### src/logic/sac_consts.vh
/*
 * sar converter control: register indices, field positions, reset values and
 * conversion timing counts.
 * assumes: included by the converter control module only; definitions only.
 */
`ifndef SAC_CONSTS_VH
`define SAC_CONSTS_VH

// ==========================================================
// register indices (byte address is four times the index)
`define SAC_IDX_CTRL 8'hd2
`define SAC_IDX_RES_HI 8'hd3
`define SAC_IDX_RES_LO 8'hd4
`define SAC_IDX_REF 8'hd5
`define SAC_IDX_P1AN 8'hd6
`define SAC_IDX_P2AN 8'hd7
`define SAC_IDX_IRQEN 8'hd8
`define SAC_IDX_IRQFL 8'hd9

// ==========================================================
// converter_control fields
`define SAC_CTRL_EN 7
`define SAC_CTRL_START 6
`define SAC_CTRL_DONE 5
`define SAC_CTRL_CHS_HI 3
// result_low_clock_select fields
`define SAC_RLO_GATE 6
`define SAC_RLO_CKS_HI 5
`define SAC_RLO_CKS_LO 4
// reference_select fields
`define SAC_REF_EXT 7
`define SAC_REF_PWM 4
`define SAC_REF_SUP 2
`define SAC_REF_ISEL_HI 1
// interrupt enable and flag positions
`define SAC_IRQEN_BIT 1
`define SAC_IRQFL_BIT 0

// ==========================================================
// reset values and codes
`define SAC_RST_8 8'h00
`define SAC_RST_4 4'h0
`define SAC_RST_2 2'h0
`define SAC_CHS_BATT 4'ha
`define SAC_CKS_DIV16 2'h0
`define SAC_CKS_DIV8 2'h1
`define SAC_CKS_DIV1 2'h2
`define SAC_DIVM_16 4'hf
`define SAC_DIVM_8 4'h7
`define SAC_DIVM_2 4'h1
`define SAC_DIVM_1 4'h0

// ==========================================================
// conversion timing: 16 slots of 4 converter clocks each
`define SAC_TICKS_PER_SLOT 4
`define SAC_SLOTS 16
`define SAC_SAMPLE_SLOTS 4'h4
`define SAC_TRIAL_MSB 12'h800

`endif

### src/logic/sac_ctrl.v
/*
 * control and result logic of a 12-bit successive-approximation converter,
 * reached as an apb slave, driving the analog core and the pin-mode controls.
 * assumes: pclk is the system oscillator; the analog core compares the sampled
 * input with trial_code and reports cmp_above one converter clock later; the
 * pwm unit gives its enable as a level synchronous to pclk.
 */
`timescale 1ns/1ps
`include "sac_consts.vh"

module sac_ctrl #(
	parameter ADDR_W = 12
) (
	input wire pclk,
	input wire presetn,
	input wire psel,
	input wire penable,
	input wire pwrite,
	input wire [ADDR_W-1:0] paddr,
	input wire [31:0] pwdata,
	output reg [31:0] prdata_q,
	output reg pready_q,
	output reg pslverr_q,
	input wire pwm_enable,
	input wire cmp_above,
	output reg core_enable_q,
	output reg sample_q,
	output reg [11:0] trial_code_q,
	output reg [3:0] channel_select_q,
	output reg channel_gate_q,
	output reg external_reference_enable_q,
	output reg supply_reference_force_q,
	output reg [1:0] internal_reference_select_q,
	output reg [7:0] port1_pure_analog_bits_q,
	output reg [1:0] port2_pure_analog_bits_q,
	output reg converter_irq_q
);

	// ==========================================================
	// state
	reg [1:0] clock_divider_select_q;
	reg pwm_trigger_enable_q;
	reg converter_irq_enable_q;
	reg converter_irq_flag_q;
	reg conversion_done_q;
	reg busy_q;
	reg [3:0] div_cnt_q;
	reg [5:0] tick_cnt_q;
	reg [11:0] mask_q;
	reg [11:0] result_q;

	// ==========================================================
	// apb decode
	wire wr_acc;
	wire [31:0] wd;
	reg [7:0] rd_byte;
	reg hit;
	reg [7:0] sel_idx;

	assign wr_acc = psel & penable & pwrite & pready_q;
	assign wd = pwdata;

	// word index from the byte address; low two bits must be zero
	always @* begin
		sel_idx = paddr[9:2];
		hit = 1'b1;
		rd_byte = `SAC_RST_8;
		if (paddr[1:0] != 2'h0 || paddr[ADDR_W-1:10] != {(ADDR_W-10){1'b0}}) begin
			hit = 1'b0;
		end else if (sel_idx == `SAC_IDX_CTRL) begin
			rd_byte = {core_enable_q, busy_q, conversion_done_q, 1'b0, channel_select_q};
		end else if (sel_idx == `SAC_IDX_RES_HI) begin
			rd_byte = result_q[11:4];
		end else if (sel_idx == `SAC_IDX_RES_LO) begin
			rd_byte = {1'b0, channel_gate_q, clock_divider_select_q, result_q[3:0]};
		end else if (sel_idx == `SAC_IDX_REF) begin
			rd_byte = {external_reference_enable_q, 2'h0, pwm_trigger_enable_q, 1'b0,
				supply_reference_force_q, internal_reference_select_q};
		end else if (sel_idx == `SAC_IDX_P1AN) begin
			rd_byte = port1_pure_analog_bits_q;
		end else if (sel_idx == `SAC_IDX_P2AN) begin
			rd_byte = {6'h00, port2_pure_analog_bits_q};
		end else if (sel_idx == `SAC_IDX_IRQEN) begin
			rd_byte = {6'h00, converter_irq_enable_q, 1'b0};
		end else if (sel_idx == `SAC_IDX_IRQFL) begin
			rd_byte = {7'h00, converter_irq_flag_q};
		end else begin
			hit = 1'b0;
		end
	end

	// no wait state: answer registered in setup, pready in the first access cycle
	always @(posedge pclk or negedge presetn) begin
		if (!presetn) begin
			pready_q <= 1'b0;
			pslverr_q <= 1'b0;
			prdata_q <= 32'h0000_0000;
		end else if (psel && !penable) begin
			pready_q <= 1'b1;
			pslverr_q <= ~hit;
			prdata_q <= (hit && !pwrite) ? {24'h00_0000, rd_byte} : 32'h0000_0000;
		end else begin
			pready_q <= 1'b0;
			pslverr_q <= 1'b0;
		end
	end

	wire wr_ok;
	assign wr_ok = wr_acc & ~pslverr_q;

	wire wr_ctrl;
	wire wr_rlo;
	wire wr_irqfl;
	assign wr_ctrl = wr_ok && sel_idx == `SAC_IDX_CTRL;
	assign wr_rlo = wr_ok && sel_idx == `SAC_IDX_RES_LO;
	assign wr_irqfl = wr_ok && sel_idx == `SAC_IDX_IRQFL;

	// ==========================================================
	// plain configuration registers
	always @(posedge pclk or negedge presetn) begin
		if (!presetn) begin
			core_enable_q <= 1'b0;
			channel_select_q <= `SAC_RST_4;
			channel_gate_q <= 1'b0;
			clock_divider_select_q <= `SAC_RST_2;
			external_reference_enable_q <= 1'b0;
			pwm_trigger_enable_q <= 1'b0;
			supply_reference_force_q <= 1'b0;
			internal_reference_select_q <= `SAC_RST_2;
			port1_pure_analog_bits_q <= `SAC_RST_8;
			port2_pure_analog_bits_q <= `SAC_RST_2;
			converter_irq_enable_q <= 1'b0;
		end else begin
			if (wr_ctrl) begin
				core_enable_q <= wd[`SAC_CTRL_EN];
				channel_select_q <= wd[`SAC_CTRL_CHS_HI:0];
			end
			if (wr_rlo) begin
				channel_gate_q <= wd[`SAC_RLO_GATE];
				clock_divider_select_q <= wd[`SAC_RLO_CKS_HI:`SAC_RLO_CKS_LO];
			end
			if (wr_ok && sel_idx == `SAC_IDX_REF) begin
				external_reference_enable_q <= wd[`SAC_REF_EXT];
				pwm_trigger_enable_q <= wd[`SAC_REF_PWM];
				supply_reference_force_q <= wd[`SAC_REF_SUP];
				internal_reference_select_q <= wd[`SAC_REF_ISEL_HI:0];
			end
			if (wr_ok && sel_idx == `SAC_IDX_P1AN) begin
				port1_pure_analog_bits_q <= wd[7:0];
			end
			if (wr_ok && sel_idx == `SAC_IDX_P2AN) begin
				port2_pure_analog_bits_q <= wd[1:0];
			end
			if (wr_ok && sel_idx == `SAC_IDX_IRQEN) begin
				converter_irq_enable_q <= wd[`SAC_IRQEN_BIT];
			end
		end
	end

	// ==========================================================
	// converter clock divider, as a tick on pclk
	reg [3:0] div_max;
	always @* begin
		if (clock_divider_select_q == `SAC_CKS_DIV16) begin
			div_max = `SAC_DIVM_16;
		end else if (clock_divider_select_q == `SAC_CKS_DIV8) begin
			div_max = `SAC_DIVM_8;
		end else if (clock_divider_select_q == `SAC_CKS_DIV1) begin
			div_max = `SAC_DIVM_1;
		end else begin
			div_max = `SAC_DIVM_2;
		end
	end

	wire adc_tick;
	assign adc_tick = busy_q && (div_cnt_q >= div_max);

	// divider restarts with each conversion so timing is exact from the start
	always @(posedge pclk or negedge presetn) begin
		if (!presetn) begin
			div_cnt_q <= `SAC_RST_4;
		end else if (!busy_q || adc_tick) begin
			div_cnt_q <= `SAC_RST_4;
		end else begin
			div_cnt_q <= div_cnt_q + 4'h1;
		end
	end

	// ==========================================================
	// start sources and sequencing
	wire sw_start;
	wire pwm_start;
	wire start;
	wire [3:0] slot;
	wire slot_end;
	wire decide;
	wire last_tick;
	wire [11:0] kept;

	assign sw_start = wr_ctrl && wd[`SAC_CTRL_START] && wd[`SAC_CTRL_EN];
	assign pwm_start = pwm_trigger_enable_q && pwm_enable && core_enable_q;
	assign start = !busy_q && (sw_start || pwm_start);
	assign slot = tick_cnt_q[5:2];
	assign slot_end = adc_tick && tick_cnt_q[1:0] == `SAC_TICKS_PER_SLOT - 1;
	assign decide = slot_end && slot >= `SAC_SAMPLE_SLOTS;
	assign last_tick = adc_tick && tick_cnt_q == `SAC_SLOTS * `SAC_TICKS_PER_SLOT - 1;
	// keep the trial bit when the input is at or above the trial level
	assign kept = cmp_above ? trial_code_q : (trial_code_q & ~mask_q);

	// four sampling slots, then one bit per slot, msb first
	always @(posedge pclk or negedge presetn) begin
		if (!presetn) begin
			busy_q <= 1'b0;
			tick_cnt_q <= 6'h00;
			sample_q <= 1'b0;
			mask_q <= 12'h000;
			trial_code_q <= 12'h000;
		end else if (start) begin
			busy_q <= 1'b1;
			tick_cnt_q <= 6'h00;
			sample_q <= 1'b1;
			mask_q <= `SAC_TRIAL_MSB;
			trial_code_q <= `SAC_TRIAL_MSB;
		end else if (busy_q && (!core_enable_q || (wr_ctrl && !wd[`SAC_CTRL_EN]))) begin
			// disabling mid conversion abandons it with no result, unless on the last tick; sampling stops
			// at the same edge as the enable bit, or one edge later when a pwm start meets the disabling write
			busy_q <= 1'b0;
			sample_q <= 1'b0;
		end else if (adc_tick) begin
			tick_cnt_q <= tick_cnt_q + 6'h01;
			if (slot_end && slot == `SAC_SAMPLE_SLOTS - 4'h1) begin
				sample_q <= 1'b0;
			end
			if (decide) begin
				trial_code_q <= kept | (mask_q >> 1);
				mask_q <= mask_q >> 1;
			end
			if (last_tick) begin
				busy_q <= 1'b0;
			end
		end
	end

	// result kept without reset: undefined until the first completion
	always @(posedge pclk) begin
		if (last_tick) begin
			result_q <= kept;
		end
	end

	// ==========================================================
	// done and interrupt flags: a completion wins over a firmware clear
	always @(posedge pclk or negedge presetn) begin
		if (!presetn) begin
			conversion_done_q <= 1'b0;
			converter_irq_flag_q <= 1'b0;
			converter_irq_q <= 1'b0;
		end else begin
			if (last_tick) begin
				conversion_done_q <= 1'b1;
			end else if (start) begin
				conversion_done_q <= 1'b0;
			end else if (wr_ctrl && !wd[`SAC_CTRL_DONE]) begin
				conversion_done_q <= 1'b0;
			end
			if (last_tick) begin
				converter_irq_flag_q <= 1'b1;
			end else if (wr_irqfl && !wd[`SAC_IRQFL_BIT]) begin
				converter_irq_flag_q <= 1'b0;
			end
			converter_irq_q <= converter_irq_enable_q && converter_irq_flag_q;
		end
	end

endmodule // sac_ctrl

### config.mk
export PLATFORM = sky130hd
export DESIGN_NAME = sac_ctrl
export DESIGN_NICKNAME = d
export VERILOG_FILES = /design/src/logic/sac_ctrl.v
export VERILOG_INCLUDE_DIRS = /design/src /design/src/logic
export SDC_FILE = /design/constraint.sdc
export NUM_CORES = 1
export LEC_CHECK = 0
export ABC_AREA = 1
export BUFFER_PORTS_ARGS = -buffer_cell sky130_fd_sc_hd__buf_2
export CAP_MARGIN = 20
export CORE_MARGIN = 5
export CORE_UTILIZATION = 45
export CTS_BUF_LIST = sky130_fd_sc_hd__clkbuf_8 sky130_fd_sc_hd__clkbuf_16
export CTS_CLUSTER_SIZE = 14
export DETAILED_ROUTE_END_ITERATION = 8
export PLACE_DENSITY = 0.69
export SYNTH_ARGS = -nofsm -noshare
export SYNTH_HDL_FRONTEND = slang
export SYNTH_SLANG_ARGS = --single-unit
### constraint.sdc
create_clock -name pclk -period 7.25 [get_ports pclk]
set_input_delay 1.0875 -clock pclk [delete_from_list [all_inputs] [get_ports pclk]]
set_output_delay 1.0875 -clock pclk [all_outputs]
set_load 0.1 [all_outputs]
# ---- Yosys cells after proc, flatten, opt, wreduce, memory -nomap -nowiden
# Cells that the tools add are included.
dict set report totals {
  ff_bits 109
  input_bits 51
  output_inout_bits 68
  word_cells 150
}
dict set report op_classes {
  eq_ne 14
  bitwise 9
  n_reduce_logical 49
  n_mux 50
  n_lt_le_gt_ge 2
  addsub 2
}
# operator n
set op_table {}
lappend op_table {{12-bit two-way mux} 9}
lappend op_table {{8-bit equality test (second input constant)} 8}
lappend op_table {{8-bit two-way mux} 7}
lappend op_table {{1-bit two-way mux} 26}
lappend op_table {{1-bit logical AND} 24}
lappend op_table {{6-bit two-way mux} 3}
lappend op_table {{12-bit bitwise AND} 1}
lappend op_table {{12-bit NOT} 1}
lappend op_table {{12-bit by 11-bit bitwise OR with 12-bit output} 1}
lappend op_table {{3-bit nonzero test} 4}
lappend op_table {{2-bit nonzero test} 5}
lappend op_table {{4-bit two-way mux} 2}
lappend op_table {{1-bit zero test} 7}
lappend op_table {{6-bit by 1-bit adder with 6-bit output (second input constant)} 1}
lappend op_table {{6-bit equality test (second input constant)} 1}
lappend op_table {{2-bit AND reduction} 3}
lappend op_table {{4-bit by 1-bit adder with 4-bit output (second input constant)} 1}
lappend op_table {{1-bit bitwise AND} 4}
lappend op_table {{2-bit equality test (second input constant)} 2}
lappend op_table {{4-bit by 2-bit equality test with 1-bit output (second input constant)} 1}
lappend op_table {{4-bit by 3-bit greater-or-equal comparator with 1-bit output (second input constant)} 1}
lappend op_table {{4-bit greater-or-equal comparator} 1}
lappend op_table {{1-bit logical OR} 4}
lappend op_table {{2-bit two-way mux} 2}
lappend op_table {{other kinds (6)} 7}

# ---- Depth between registers and ports, before layout
# Gate-level depths: netlist of the first run.
dict set report depth {
  depth_word 12
  depth_mapped 12
  ltp_nobuf 11
}

# ---- Least setup slack after synthesis of the first run
# No wires, ideal clock.
dict set report synth_path {
  path_kind {register to register}
  startpoint {reg clock_divider_select_q[1]}
  endpoint {reg result_q[0], enable pin}
  synth_period_minus_slack_ns 2.716
  t_arrival_ns 2.315
  t_required_ns 6.850
  n_path_buf 0
  stages_incl_launch_ff 9
  setup_slack_ns 4.534
  cell_sequence {dfrtp_1 -> or2_2 -> ha_1 -> nand2_1 -> inv_1 -> nand3_1 -> nand3_1 -> nand2_1 -> nor3_1}
}
dict set report synth_via {
  elab_chain_cells 7
  word_cells_on_any_way 9
  classes_between {1 x order compare; 2 x eq/ne; 3 x mux; 3 x reduce/logical}
}
# element line_no
set synth_rtl {}
lappend synth_rtl {{start: declaration} sac_ctrl.v:41} ;# reg [1:0] clock_divider_select_q;
lappend synth_rtl {{start signal: assignment} sac_ctrl.v:125} ;# clock_divider_select_q <= `SAC_RST_2;
lappend synth_rtl {{start signal: assignment} sac_ctrl.v:140} ;# clock_divider_select_q <= wd[`SAC_RLO_CKS_HI:`SAC_RLO_CKS_LO];
lappend synth_rtl {{2-bit equality test (no line)} --}
lappend synth_rtl {{1-bit two-way mux} sac_ctrl.v:168} ;# end else if (clock_divider_select_q == `SAC_CKS_DIV1) begin
lappend synth_rtl {{3-bit two-way mux} sac_ctrl.v:166} ;# end else if (clock_divider_select_q == `SAC_CKS_DIV8) begin
lappend synth_rtl {{4-bit two-way mux (*)} sac_ctrl.v:164} ;# if (clock_divider_select_q == `SAC_CKS_DIV16) begin
lappend synth_rtl {{4-bit greater-or-equal comparator (*)} sac_ctrl.v:176} ;# assign adc_tick = busy_q && (div_cnt_q >= div_max);
lappend synth_rtl {{1-bit logical AND (*)} sac_ctrl.v:176}
lappend synth_rtl {{1-bit logical AND (*)} sac_ctrl.v:206} ;# assign last_tick = adc_tick && tick_cnt_q == `SAC_SLOTS * `SAC_TICKS_PER_SLOT - 1;
lappend synth_rtl {{via last_tick} sac_ctrl.v:197} ;# wire last_tick;
lappend synth_rtl {{end signal: assignment} sac_ctrl.v:247} ;# result_q <= kept;
lappend synth_rtl {{end: declaration} sac_ctrl.v:50} ;# reg [11:0] result_q;
# Mark *: on every way through the listed nets, which the timed path passes. The rest lies on a longest branch.
# A chain may end at the register's enable or synchronous reset.

# ---- Worst setup path after layout of the first run
dict set report layout_path {
  startpoint {in paddr[7]}
  endpoint {reg mask_q[9]}
}
dict set report layout_via {
  elab_chain_cells 8
  word_cells_on_any_way 14
  classes_between {2 x eq/ne; 1 x mux; 11 x reduce/logical}
}
# element line_no
set layout_rtl {}
lappend layout_rtl {{start: declaration} sac_ctrl.v:19} ;# input wire [ADDR_W-1:0] paddr,
lappend layout_rtl {{8-bit equality test (no line) (*)} --}
lappend layout_rtl {{1-bit logical AND (no line) (*)} --}
lappend layout_rtl {{1-bit logical AND (2 in series)} sac_ctrl.v:200} ;# assign sw_start = wr_ctrl && wd[`SAC_CTRL_START] && wd[`SAC_CTRL_EN];
lappend layout_rtl {{1-bit logical OR} sac_ctrl.v:202} ;# assign start = !busy_q && (sw_start || pwm_start);
lappend layout_rtl {{1-bit logical AND} sac_ctrl.v:202}
lappend layout_rtl {{2-bit != test (no line) / 2-bit nonzero test (equally long branches)} --}
lappend layout_rtl {{3-bit AND reduction (no line)} --}
lappend layout_rtl {{end signal: assignment} sac_ctrl.v:222} ;# mask_q <= `SAC_TRIAL_MSB;
lappend layout_rtl {{end signal: assignment} sac_ctrl.v:236} ;# mask_q <= mask_q >> 1;
lappend layout_rtl {{end: declaration} sac_ctrl.v:49} ;# reg [11:0] mask_q;
# Every way passes the cells marked *; elsewhere a longest branch is shown, timed or not.

==> flow_summary.yaml, run 1 <==
layout:
  diodes: 0
  drive_above_1_share_pct: 18.8
  instances_no_fill: 741
  syn_to_final_growth_pct: 12.4
  nNetsFinal: 661
  final.fill_count: 942
synthesis:
  synthArstFlopShare_pct: 85.9
  synth_xor_area_share_pct: 1.18
  muxShareOfSynthArea_pct: 0.252
  ys.flop_type: "dfrtp_1"
  synth_top_family_by_area: "simple AND/OR/NAND/NOR gates"
  syn_avg_cell_area_um2: 8.30
  synthAdderAreaFrac_pct: 1.68
  ys_seq_area_share_pct: 49.0
  ys_ff_latch: 85
  syn_area_mm2: 0.00447
  synth_edf_count: 12
  synth_compound_area_share_pct: 7.76
  syn_inst: 538
  ys_types: 35
  ys_warn_count: 0
  synthSimpleGateAreaFrac_pct: 27.7
clocking:
  cts_tree: "built"
  ctsRootBufferMaster: "clkbuf_8"
  htree_levels: 3
  cts_buffer_depth: 2
  clkSlewWorstSetupHoldPaths_ns: 0.08
  post_cts_resize_count: 0
  cts_sinks: 85
  numCtsBuffers: 9
  cts-hold-fix-buffers: 0
  cts_setup_buffers: 0
  clk_latency_ns: 0.35
power:
  vdd_ir_drop_max_mv: 0.0702
  report.power.total_w: 0.000933
  p_leak_nw: 2.81
  power.density_mw_per_mm2: 186
timing:
  period_needed_ns: 2.58
  finalHoldViolations: 0
  finalSetupViolations: 0
  tns_ns: 0
  rsz0062_at_grt: "false"
  fmax_ghz: 0.387
  fin_skew_ns: 0.00995
  min_period_over_period_pct: 35.6
  worstMarginPinSlew_ns: 0.943
  drv_slew: 0
  relSlewSlack_pct: 37.1
routing:
  wl_mm: 10.1
  drc: 0
  first_iter_violations: 255
  first_pass_iters: 4
  vias: 3606
  wl_per_cell_um: 13.7
  detail-route-antenna-nets: 0
  viasPerCell: 4.87
setup_path:
  end_kind: "flip-flop"
  critPathRequiredTime_ns: 7.49
  crit_chain: "buf_2 -> inv_1 -> nand2_1 -> nor2_4 -> nand4_1 -> nand2_1 -> nand2_2 -> nand2_2 -> nand2_2 -> nand2_1 -> nand2_1"
  cp_common_cell: "nand2_1"
  critPathLaunchType: "primary input"
  crit_family: "simple AND/OR/NAND/NOR gates"
  critPathArrivalTime_ns: 2.83
  max_stage_delay_ns: 0.50
  cp_max_fo: 24
  cp_num_buf_inv: 2
  cp_slowest_cell: "nor2_4"
  worstSetupPathType: "in -> reg"
floorplan:
  rows: 36
  die_h_um: 110
  core_area_mm2: 0.00973
  initial_core_util_pct: 45.9
  io_pins: 119
  die_w_um: 110
  die_area_mm2: 0.0120
global_routing:
  grt_pass1_wl_mm: 16.4
  grt-ovfl-total: 0
  track_usage_pct: 17.6
  antenna_found_initial: 0
  grt_pass1_vias: 3412
  grt_max_degree: 74
worst_hold_path:
  hp-class: "reg -> reg"
place:
  hpwl_mm: 7.45
  placedCellCount: 725
  routabilityCongestion: 0.892
  numPortBuffers: 70
flow_run:
  cap_violations: 0
outcome:
  status: "completed"
==> routing by layer <==
| layer | up-vias | GRT usage (%) | share of wire [%] |
|---|---|---|---|
| met5 | - | 0 | 0 |
| met4 | 0 | 7.39 | 2.0 |
| met3 | 18 | 3.46 | 4.8 |
| met2 | 82 | 28.9 | 50 |
| met1 | 1676 | 22.6 | 44 |
| li1 | 1830 | - | - |
==> cells by family (layout without fill, tap and decap cells) <==
family	count (synthesis)	count (layout)
AOI/OAI and AO/OA	66	66
and+or+nand+nor	261	261
muxes	1	1
buffers and inverters	112	159
xor gates and xnor gates	6	6
DFF	85	85
other	1	24
adders and majority gates	6	6
==> cell usage in the layout, fill, tap and decap left out, types with 4 or more instances in the layout <==
master      n
nand2_2     8
dfrtp_1    73
nand3_1    25
nand2_1   138
o21ai_0    52
clkbuf_8   10
inv_1      69
edfxtp_1   12
nand3b_1    5
nor2_4      4
buf_2      70
o21ai_1     7
xor2_1      5
ha_1        6
nor3_1      5
conb_1     24
nor2_1     33
nand4_1    31
==> layout make-up <==
type / instances / area [um2] / area share, %
multi-input cells: 364 / 1810 / 36.1
repair buffers: 73 / 380 / 7.57
flip-flops and latches: 85 / 2190 / 43.5
clock inverters: 4 / 46.3 / 0.922
clock buffers: 11 / 163 / 3.24
inverters: 71 / 267 / 5.31
well taps: 133 / 166 / 3.31
==> power breakdown <==
group / leakage, nW / internal, W / total (W) / switching (W)
clock: 0.108 / 0.000186 / 0.000352 / 0.000166
sequential: 1.11 / 0.000483 / 0.000484 / 0.000000777
combinational: 1.59 / 0.00000969 / 0.0000969 / 0.0000872
total: 2.81 / 0.000679 / 0.000933 / 0.000254
==> sequential cells by signal, summed over array words and instances (netlist names), 2 cells and up <==
register	cells
channel_select_q	4
clock_divider_select_q	2
div_cnt_q	4
internal_reference_select_q	2
mask_q	12
port1_pure_analog_bits_q	8
port2_pure_analog_bits_q	2
prdata_q	8
result_q	12
tick_cnt_q	6
trial_code_q	12
==> synth_stat cells, types with 5 or more instances <==
cell | number | area share (%)
nand2_1 | 138 | 12
dfrtp_1 | 73 | 41
inv_1 | 68 | 5.7
o21ai_0 | 52 | 5.8
nor2_1 | 33 | 2.8
nand4_1 | 31 | 4.3
buf_4 | 26 | 4.4
nand3_1 | 25 | 2.8
edfxtp_1 | 12 | 8.1
nand2_2 | 8 | 1.1
o21ai_1 | 7 | 0.78
ha_1 | 6 | 1.7
clkbuf_1 | 5 | 0.42
nand3b_1 | 5 | 0.84
nor3_1 | 5 | 0.56
xor2_1 | 5 | 0.98
==> stage by stage <==
stage	hold slack [ns]	setup WS, ns	area [um2]	util (%)
final	0.487	4.67	5020	51.6
after global routing	0.504	4.49	5020	51.6
after CTS	0.489	4.37	5010	51.5
after detailed placement	0.469	4.28	4800	49.3
after global placement	0.456	4.31	4800	49.3
after floorplan	0.442	4.53	4550	-
==> worst paths after layout <==
| path | startpoint | end | slack (ns) | cells after the start |
|---|---|---|---|---|
| worst max-delay path | paddr[7] | mask_q[9]$_DFFE_PN0P_ | 4.67 | 11 |
| worst min-delay path | prdata_q[0]$_DFFE_PN0P_ | prdata_q[0]$_DFFE_PN0P_ | 0.49 | 2 |
| worst max register to register | clock_divider_select_q[1]$_DFFE_PN0P_ | trial_code_q[11]$_DFFE_PN0P_ | 4.84 | 12 |
| worst min register to register | prdata_q[0]$_DFFE_PN0P_ | prdata_q[0]$_DFFE_PN0P_ | 0.49 | 2 |
| max in group asynchronous | presetn | sample_q$_DFFE_PN0P_ | 5.68 | 2 |
| min in group asynchronous | presetn | prdata_q[3]$_DFFE_PN0P_ | 0.93 | 2 |
==> worst reg2reg max path, cell delays in order, from the launching register on <==
cell	delay, ns
dfrtp_1	0.45
or2_2	0.33
ha_1	0.31
nand2_1	0.06
inv_1	0.06
nand3_1	0.08
nand3_1	0.12
nand2_1	0.13
nor2_2	0.26
buf_8	0.22
nand3_1	0.12
nand2_1	0.10
nand2_1	0.05
(Power assumes the default switching activity.)
==> run 2: changes to the inputs <==
Settings changed: ABC_AREA 1 to 0, PLACE_DENSITY 0.69 to 0.72.
Clock period 7.25 ns to 2.2 ns, I/O delays scaled along.
==> flow_summary.yaml, run 2 <==
outcome:
  status: "finished with violations"
  violations: "negative setup slack"
routing:
  viasPerCell: 5.52
  first_iter_violations: 125
  wl_mm: 11.0
  first_pass_iters: 5
  vias: 3528
  detail-route-antenna-nets: 0
  drc: 0
  wl_per_cell_um: 17.2
timing:
  fin_hold_ws_ns: 0.216
  setup_ws_ns: -0.0124
  rsz0062_at_grt: "true"
  relSlewSlack_pct: 60.1
  worstMarginPinSlew_ns: 0.599
  drv_slew: 0
  min_period_over_period_pct: 101
  fmax_ghz: 0.452
  period_needed_ns: 2.21
  fin_skew_ns: 0.0174
  finalHoldViolations: 0
  finalSetupViolations: 2
layout:
  fin_area_mm2: 0.00544
  instances_no_fill: 639
  layout_common_cells: "dfrtp_1, buf_2, mux2_2"
  reg_top3: "mask_q (12), result_q (12), trial_code_q (12)"
  syn_to_final_growth_pct: 21.8
  diodes: 0
  final.fill_count: 886
  drive_above_1_share_pct: 39.5
  nNetsFinal: 558
  final_common_cell: "dfrtp_1"
clocking:
  cts_buffer_depth: 2
  htree_levels: 3
  cts_tree: "built"
  clkSlewWorstSetupHoldPaths_ns: 0.10
  cts_sinks: 85
  ctsRootBufferMaster: "clkbuf_8"
  numCtsBuffers: 9
  clk_latency_ns: 0.37
worst_hold_path:
  hp-class: "in -> reg"
synthesis:
  synth_top_area_cell: "dfrtp_1"
  ys_seq_area_share_pct: 49.0
  syn_area_mm2: 0.00446
  syn_inst: 410
  ys.flop_type: "dfrtp_1"
  ys_warn_count: 0
  ys_types: 61
  syn_avg_cell_area_um2: 10.9
  synthArstFlopShare_pct: 85.9
  synth.area.top_cells: "dfrtp_1, edfxtp_1, mux2_2"
  synth_edf_count: 12
  synthTopCellsByCount: "dfrtp_1, mux2_2, buf_4, o21ai_1, nor2_1"
  synth_most_common_cell: "dfrtp_1"
  ys_ff_latch: 85
  yosysTopAreaCellShare_pct: 40.9
place:
  routabilityCongestion: 0.874
  numPortBuffers: 70
  placedCellCount: 617
  place_area_mm2: 0.00507
  dp_slack_ns: -0.115
  hpwl_mm: 7.75
floorplan:
  core_area_mm2: 0.00973
  die_w_um: 110
  initial_core_util_pct: 45.9
  die_h_um: 110
  die_area_mm2: 0.0120
  io_pins: 119
  rows: 36
setup_path:
  critPathArrivalTime_ns: 2.51
  cp_max_fo: 6
  worstSetupPathType: "reg -> reg"
  critPathRequiredTime_ns: 2.50
  end_kind: "flip-flop"
  critPathLaunchType: "flip-flop"
global_routing:
  grt-ovfl-total: 0
  grt_pass1_vias: 3498
  grt_max_degree: 40
  grt_pass1_wl_mm: 17.5
  antenna_found_initial: 0
  track_usage_pct: 18.7
flow_run:
  cap_violations: 0
power:
  report.power.total_w: 0.00305
  p_leak_nw: 2.49
  power.density_mw_per_mm2: 561
  vdd_ir_drop_max_mv: 0.259
[run 2: cell types whose count changed in the layout (fill, tap and decap cells not counted), moves of 22 or more]
| cell | previous run | this run |
|---|---|---|
| nand2_1 | 138 | 15 |
| buf_4 | 2 | 24 |
| nand4_1 | 31 | 3 |
| o21ai_0 | 52 | 11 |
| inv_1 | 69 | 9 |
| mux2_2 | 1 | 27 |
[run 2: what timing repair did]
action | in CTS | in global routing
setup endpoints to repair | 44 | 44
gates resized for setup | 5 | 17
gates cloned | 0 | 3
hold buffers | 1 | 0
buffers inserted | 0 | 2
pin swaps | 3 | 12
endpoints found under the hold margin | 22 | 0
[run 2: layout make-up]
cell class                      instances  area [um2]  area share [%]
Clock buffer                           10         149            2.74
Clock inverter                          6        50.0           0.921
Inverter                                9        33.8           0.621
Multi-Input combinational cell        293        2160            39.8
Sequential cell                        85        2190            40.3
Tap cell                              133         166            3.06
Timing Repair Buffer                  103         683            12.6
[run 2: per-stage QoR]
step                      util (%)   TNS, ns
after floorplan                  -         0
after global placement        52.1    -0.462
after detailed placement      52.1     -2.96
after CTS                     54.6  -0.00305
after global routing          55.9    -0.828
final                         55.9   -0.0135
[run 2: power by group]
group	switching (W)	leakage [nW]	internal [W]	total, W
Combinational	0.000291	1.26	0.0000496	0.000341
Clock	0.000618	0.101	0.000497	0.00111
Sequential	0.00000262	1.14	0.00159	0.00159
[run 2: layer usage]
| layer | vias to the layer above | GRT usage [%] | wire (um) |
|---|---|---|---|
| met2 | 124 | 29.4 | 5270 |
| met1 | 1729 | 25.9 | 4800 |
| met4 | 0 | 7.03 | 165 |
| met3 | 15 | 3.17 | 734 |
| met5 | - | 0 | 0 |
| li1 | 1660 | - | - |
[run 2: cell families after synthesis]
group / after synthesis / synth area share [%]
AND/OR/NAND/NOR: 110 / 13.8
flip-flops: 85 / 49.0
XOR/XNOR: 2 / 0.392
multiplexers: 27 / 6.81
other: 1 / 0.0840
AO/OA/AOI/OAI: 121 / 20.5
adder cells (fa/ha/maj): 6 / 1.68
buffers and inverters: 58 / 7.74
[run 2: final timing paths]
check	from	to	slack [ns]	cells past startpoint
max in group asynchronous	presetn	prdata_q[5]$_DFFE_PN0P_	1.08	3
worst max-delay path	clock_divider_select_q[1]$_DFFE_PN0P_	tick_cnt_q[3]$_DFFE_PN0P_	-0.01	7
min in group asynchronous	presetn	port1_pure_analog_bits_q[0]$_DFFE_PN0P_	0.49	2
worst min register to register	prdata_q[0]$_DFFE_PN0P_	prdata_q[0]$_DFFE_PN0P_	0.50	2
worst min-delay path	pwdata[3]	channel_select_q[3]$_DFFE_PN0N_	0.22	2
worst max register to register	clock_divider_select_q[1]$_DFFE_PN0P_	tick_cnt_q[3]$_DFFE_PN0P_	-0.01	7
[run 2: worst max-delay path: stages, from the launching register on]
cell	delay [ns]
dfrtp_1	0.42
or2_4	0.27
ha_4	0.26
o21a_1	0.15
nor2_4	0.07
or3b_4	0.43
or4_4	0.43
a21oi_2	0.12
==> run 3: changes to the inputs <==
Settings changed: RECOVER_POWER set to 50.
==> flow_summary.yaml, run 3 (synthesis results as in run 2) <==
timing:
  fmax_ghz: 0.452
  relSlewSlack_pct: 4.32
  drv_slew: 0
  rsz0062_at_grt: "true"
  finalHoldViolations: 0
  period_needed_ns: 2.21
  worstMarginPinSlew_ns: 1.44
  min_period_over_period_pct: 101
  fin_skew_ns: 0.0183
  setup_ws_ns: -0.0117
  tns_ns: -0.0120
  finalSetupViolations: 2
layout:
  layout_common_cells: "dfrtp_1, buf_2, mux2_2"
  final.fill_count: 890
  nNetsFinal: 558
  reg_top3: "mask_q (12), result_q (12), trial_code_q (12)"
  final_common_cell: "dfrtp_1"
  drive_above_1_share_pct: 37.9
  diodes: 0
  syn_to_final_growth_pct: 21.4
global_routing:
  grt_pass1_wl_mm: 17.5
  grt-ovfl-total: 0
  grt_pass1_vias: 3498
  grt_max_degree: 40
  track_usage_pct: 18.7
  antenna_found_initial: 0
outcome:
  status: "finished with violations"
  violations: "negative setup slack"
clocking:
  ctsRootBufferMaster: "clkbuf_8"
  cts_sinks: 85
  clk_latency_ns: 0.37
  clkSlewWorstSetupHoldPaths_ns: 0.10
  htree_levels: 3
  numCtsBuffers: 9
  cts_tree: "built"
  cts_buffer_depth: 2
setup_path:
  cp_slowest_cell: "or3b_4"
  end_kind: "flip-flop"
  critPathRequiredTime_ns: 2.50
  crit_chain: "or2_4 -> ha_4 -> o21a_1 -> nor2_4 -> or3b_4 -> or4_4 -> a21oi_2"
  cp_num_buf_inv: 0
  cp_max_fo: 6
  critPathLaunchType: "flip-flop"
  critPathArrivalTime_ns: 2.51
  worstSetupPathType: "reg -> reg"
  crit_family: "simple AND/OR/NAND/NOR gates"
  max_stage_delay_ns: 0.43
floorplan:
  die_area_mm2: 0.0120
  die_w_um: 110
  core_area_mm2: 0.00973
  die_h_um: 110
  io_pins: 119
  initial_core_util_pct: 45.9
  rows: 36
place:
  routabilityCongestion: 0.874
  hpwl_mm: 7.75
  numPortBuffers: 70
  dp_slack_ns: -0.115
flow_run:
  cap_violations: 0
power:
  power.density_mw_per_mm2: 562
  vdd_ir_drop_max_mv: 0.259
  p_leak_nw: 2.46
routing:
  met1Wirelength_mm: 4.78
  wl_mm: 10.9
  first_pass_iters: 4
  wl_met2_mm: 5.23
  maxUsedRoutingLayer: "met4"
  wl_met3_um: 766
  drc: 0
  viasPerCell: 5.54
  first_iter_violations: 139
  wl_per_cell_um: 17.1
  detail-route-antenna-nets: 0
  vias: 3538
worst_hold_path:
  hp-class: "in -> reg"
run 3: cell types whose count changed in the layout (fill, tap and decap cells not counted), sizes merged:
cell / previous run / this run
buf: 102 / 92
clkbuf: 10 / 20
run 3: cell type report:
type / count / area (um2) / share of cell area, %
repair buffers: 103 / 666 / 12.3
well taps: 133 / 166 / 3.07
flip-flops and latches: 85 / 2190 / 40.4
multi-input cells: 293 / 2160 / 39.9
clock inverters: 6 / 50.0 / 0.924
inverters: 9 / 33.8 / 0.623
clock buffers: 10 / 149 / 2.75
run 3: metal layers:
| metal | global-route usage, % | vias up |
|---|---|---|
| li1 | - | 1659 |
| met1 | 25.9 | 1732 |
| met2 | 29.4 | 131 |
| met3 | 3.17 | 16 |
| met4 | 7.03 | 0 |
| met5 | 0 | - |
run 3: report_power, final:
part	internal (W)	switching (W)	total (W)
logic	0.0000477	0.000291	0.000338
registers	0.00159	0.00000273	0.00159
clock network	0.000497	0.000614	0.00111
run 3: metrics by stage:
stage	utilization [%]	total power, W	cells	cell area [um2]	hold WS [ns]
2_1_floorplan	-	0.00191	433	4580	0.0344
3_5_place_dp	52.1	0.00196	617	5070	0.367
6_report	55.7	0.00304	639	5420	0.218
5_1_grt	55.7	0.00317	639	5420	0.208
3_3_place_gp	52.1	0.00196	617	5070	0.353
4_1_cts	54.6	0.00307	634	5310	0.204
run 3: worst paths after layout:
path | from | cells past startpoint | slack [ns] | endpoint
hold / removal | pwdata[3] | 2 | 0.22 | channel_select_q[3]$_DFFE_PN0N_
min in group asynchronous | presetn | 2 | 0.82 | port1_pure_analog_bits_q[0]$_DFFE_PN0P_
setup reg to reg | clock_divider_select_q[1]$_DFFE_PN0P_ | 7 | -0.01 | tick_cnt_q[3]$_DFFE_PN0P_
hold reg to reg | prdata_q[0]$_DFFE_PN0P_ | 2 | 0.50 | prdata_q[0]$_DFFE_PN0P_
max in group asynchronous | presetn | 3 | 0.33 | prdata_q[5]$_DFFE_PN0P_
setup / recovery | clock_divider_select_q[1]$_DFFE_PN0P_ | 7 | -0.01 | tick_cnt_q[3]$_DFFE_PN0P_
run 3: what timing repair did:
action                     CTS  global route
hold buffers                 1             0
gates resized for setup      5            17
gates cloned                 0             3
hold endpoints to repair    22             0
setup endpoints to repair   44            44
pin swaps                    3            12
buffers inserted             0             2
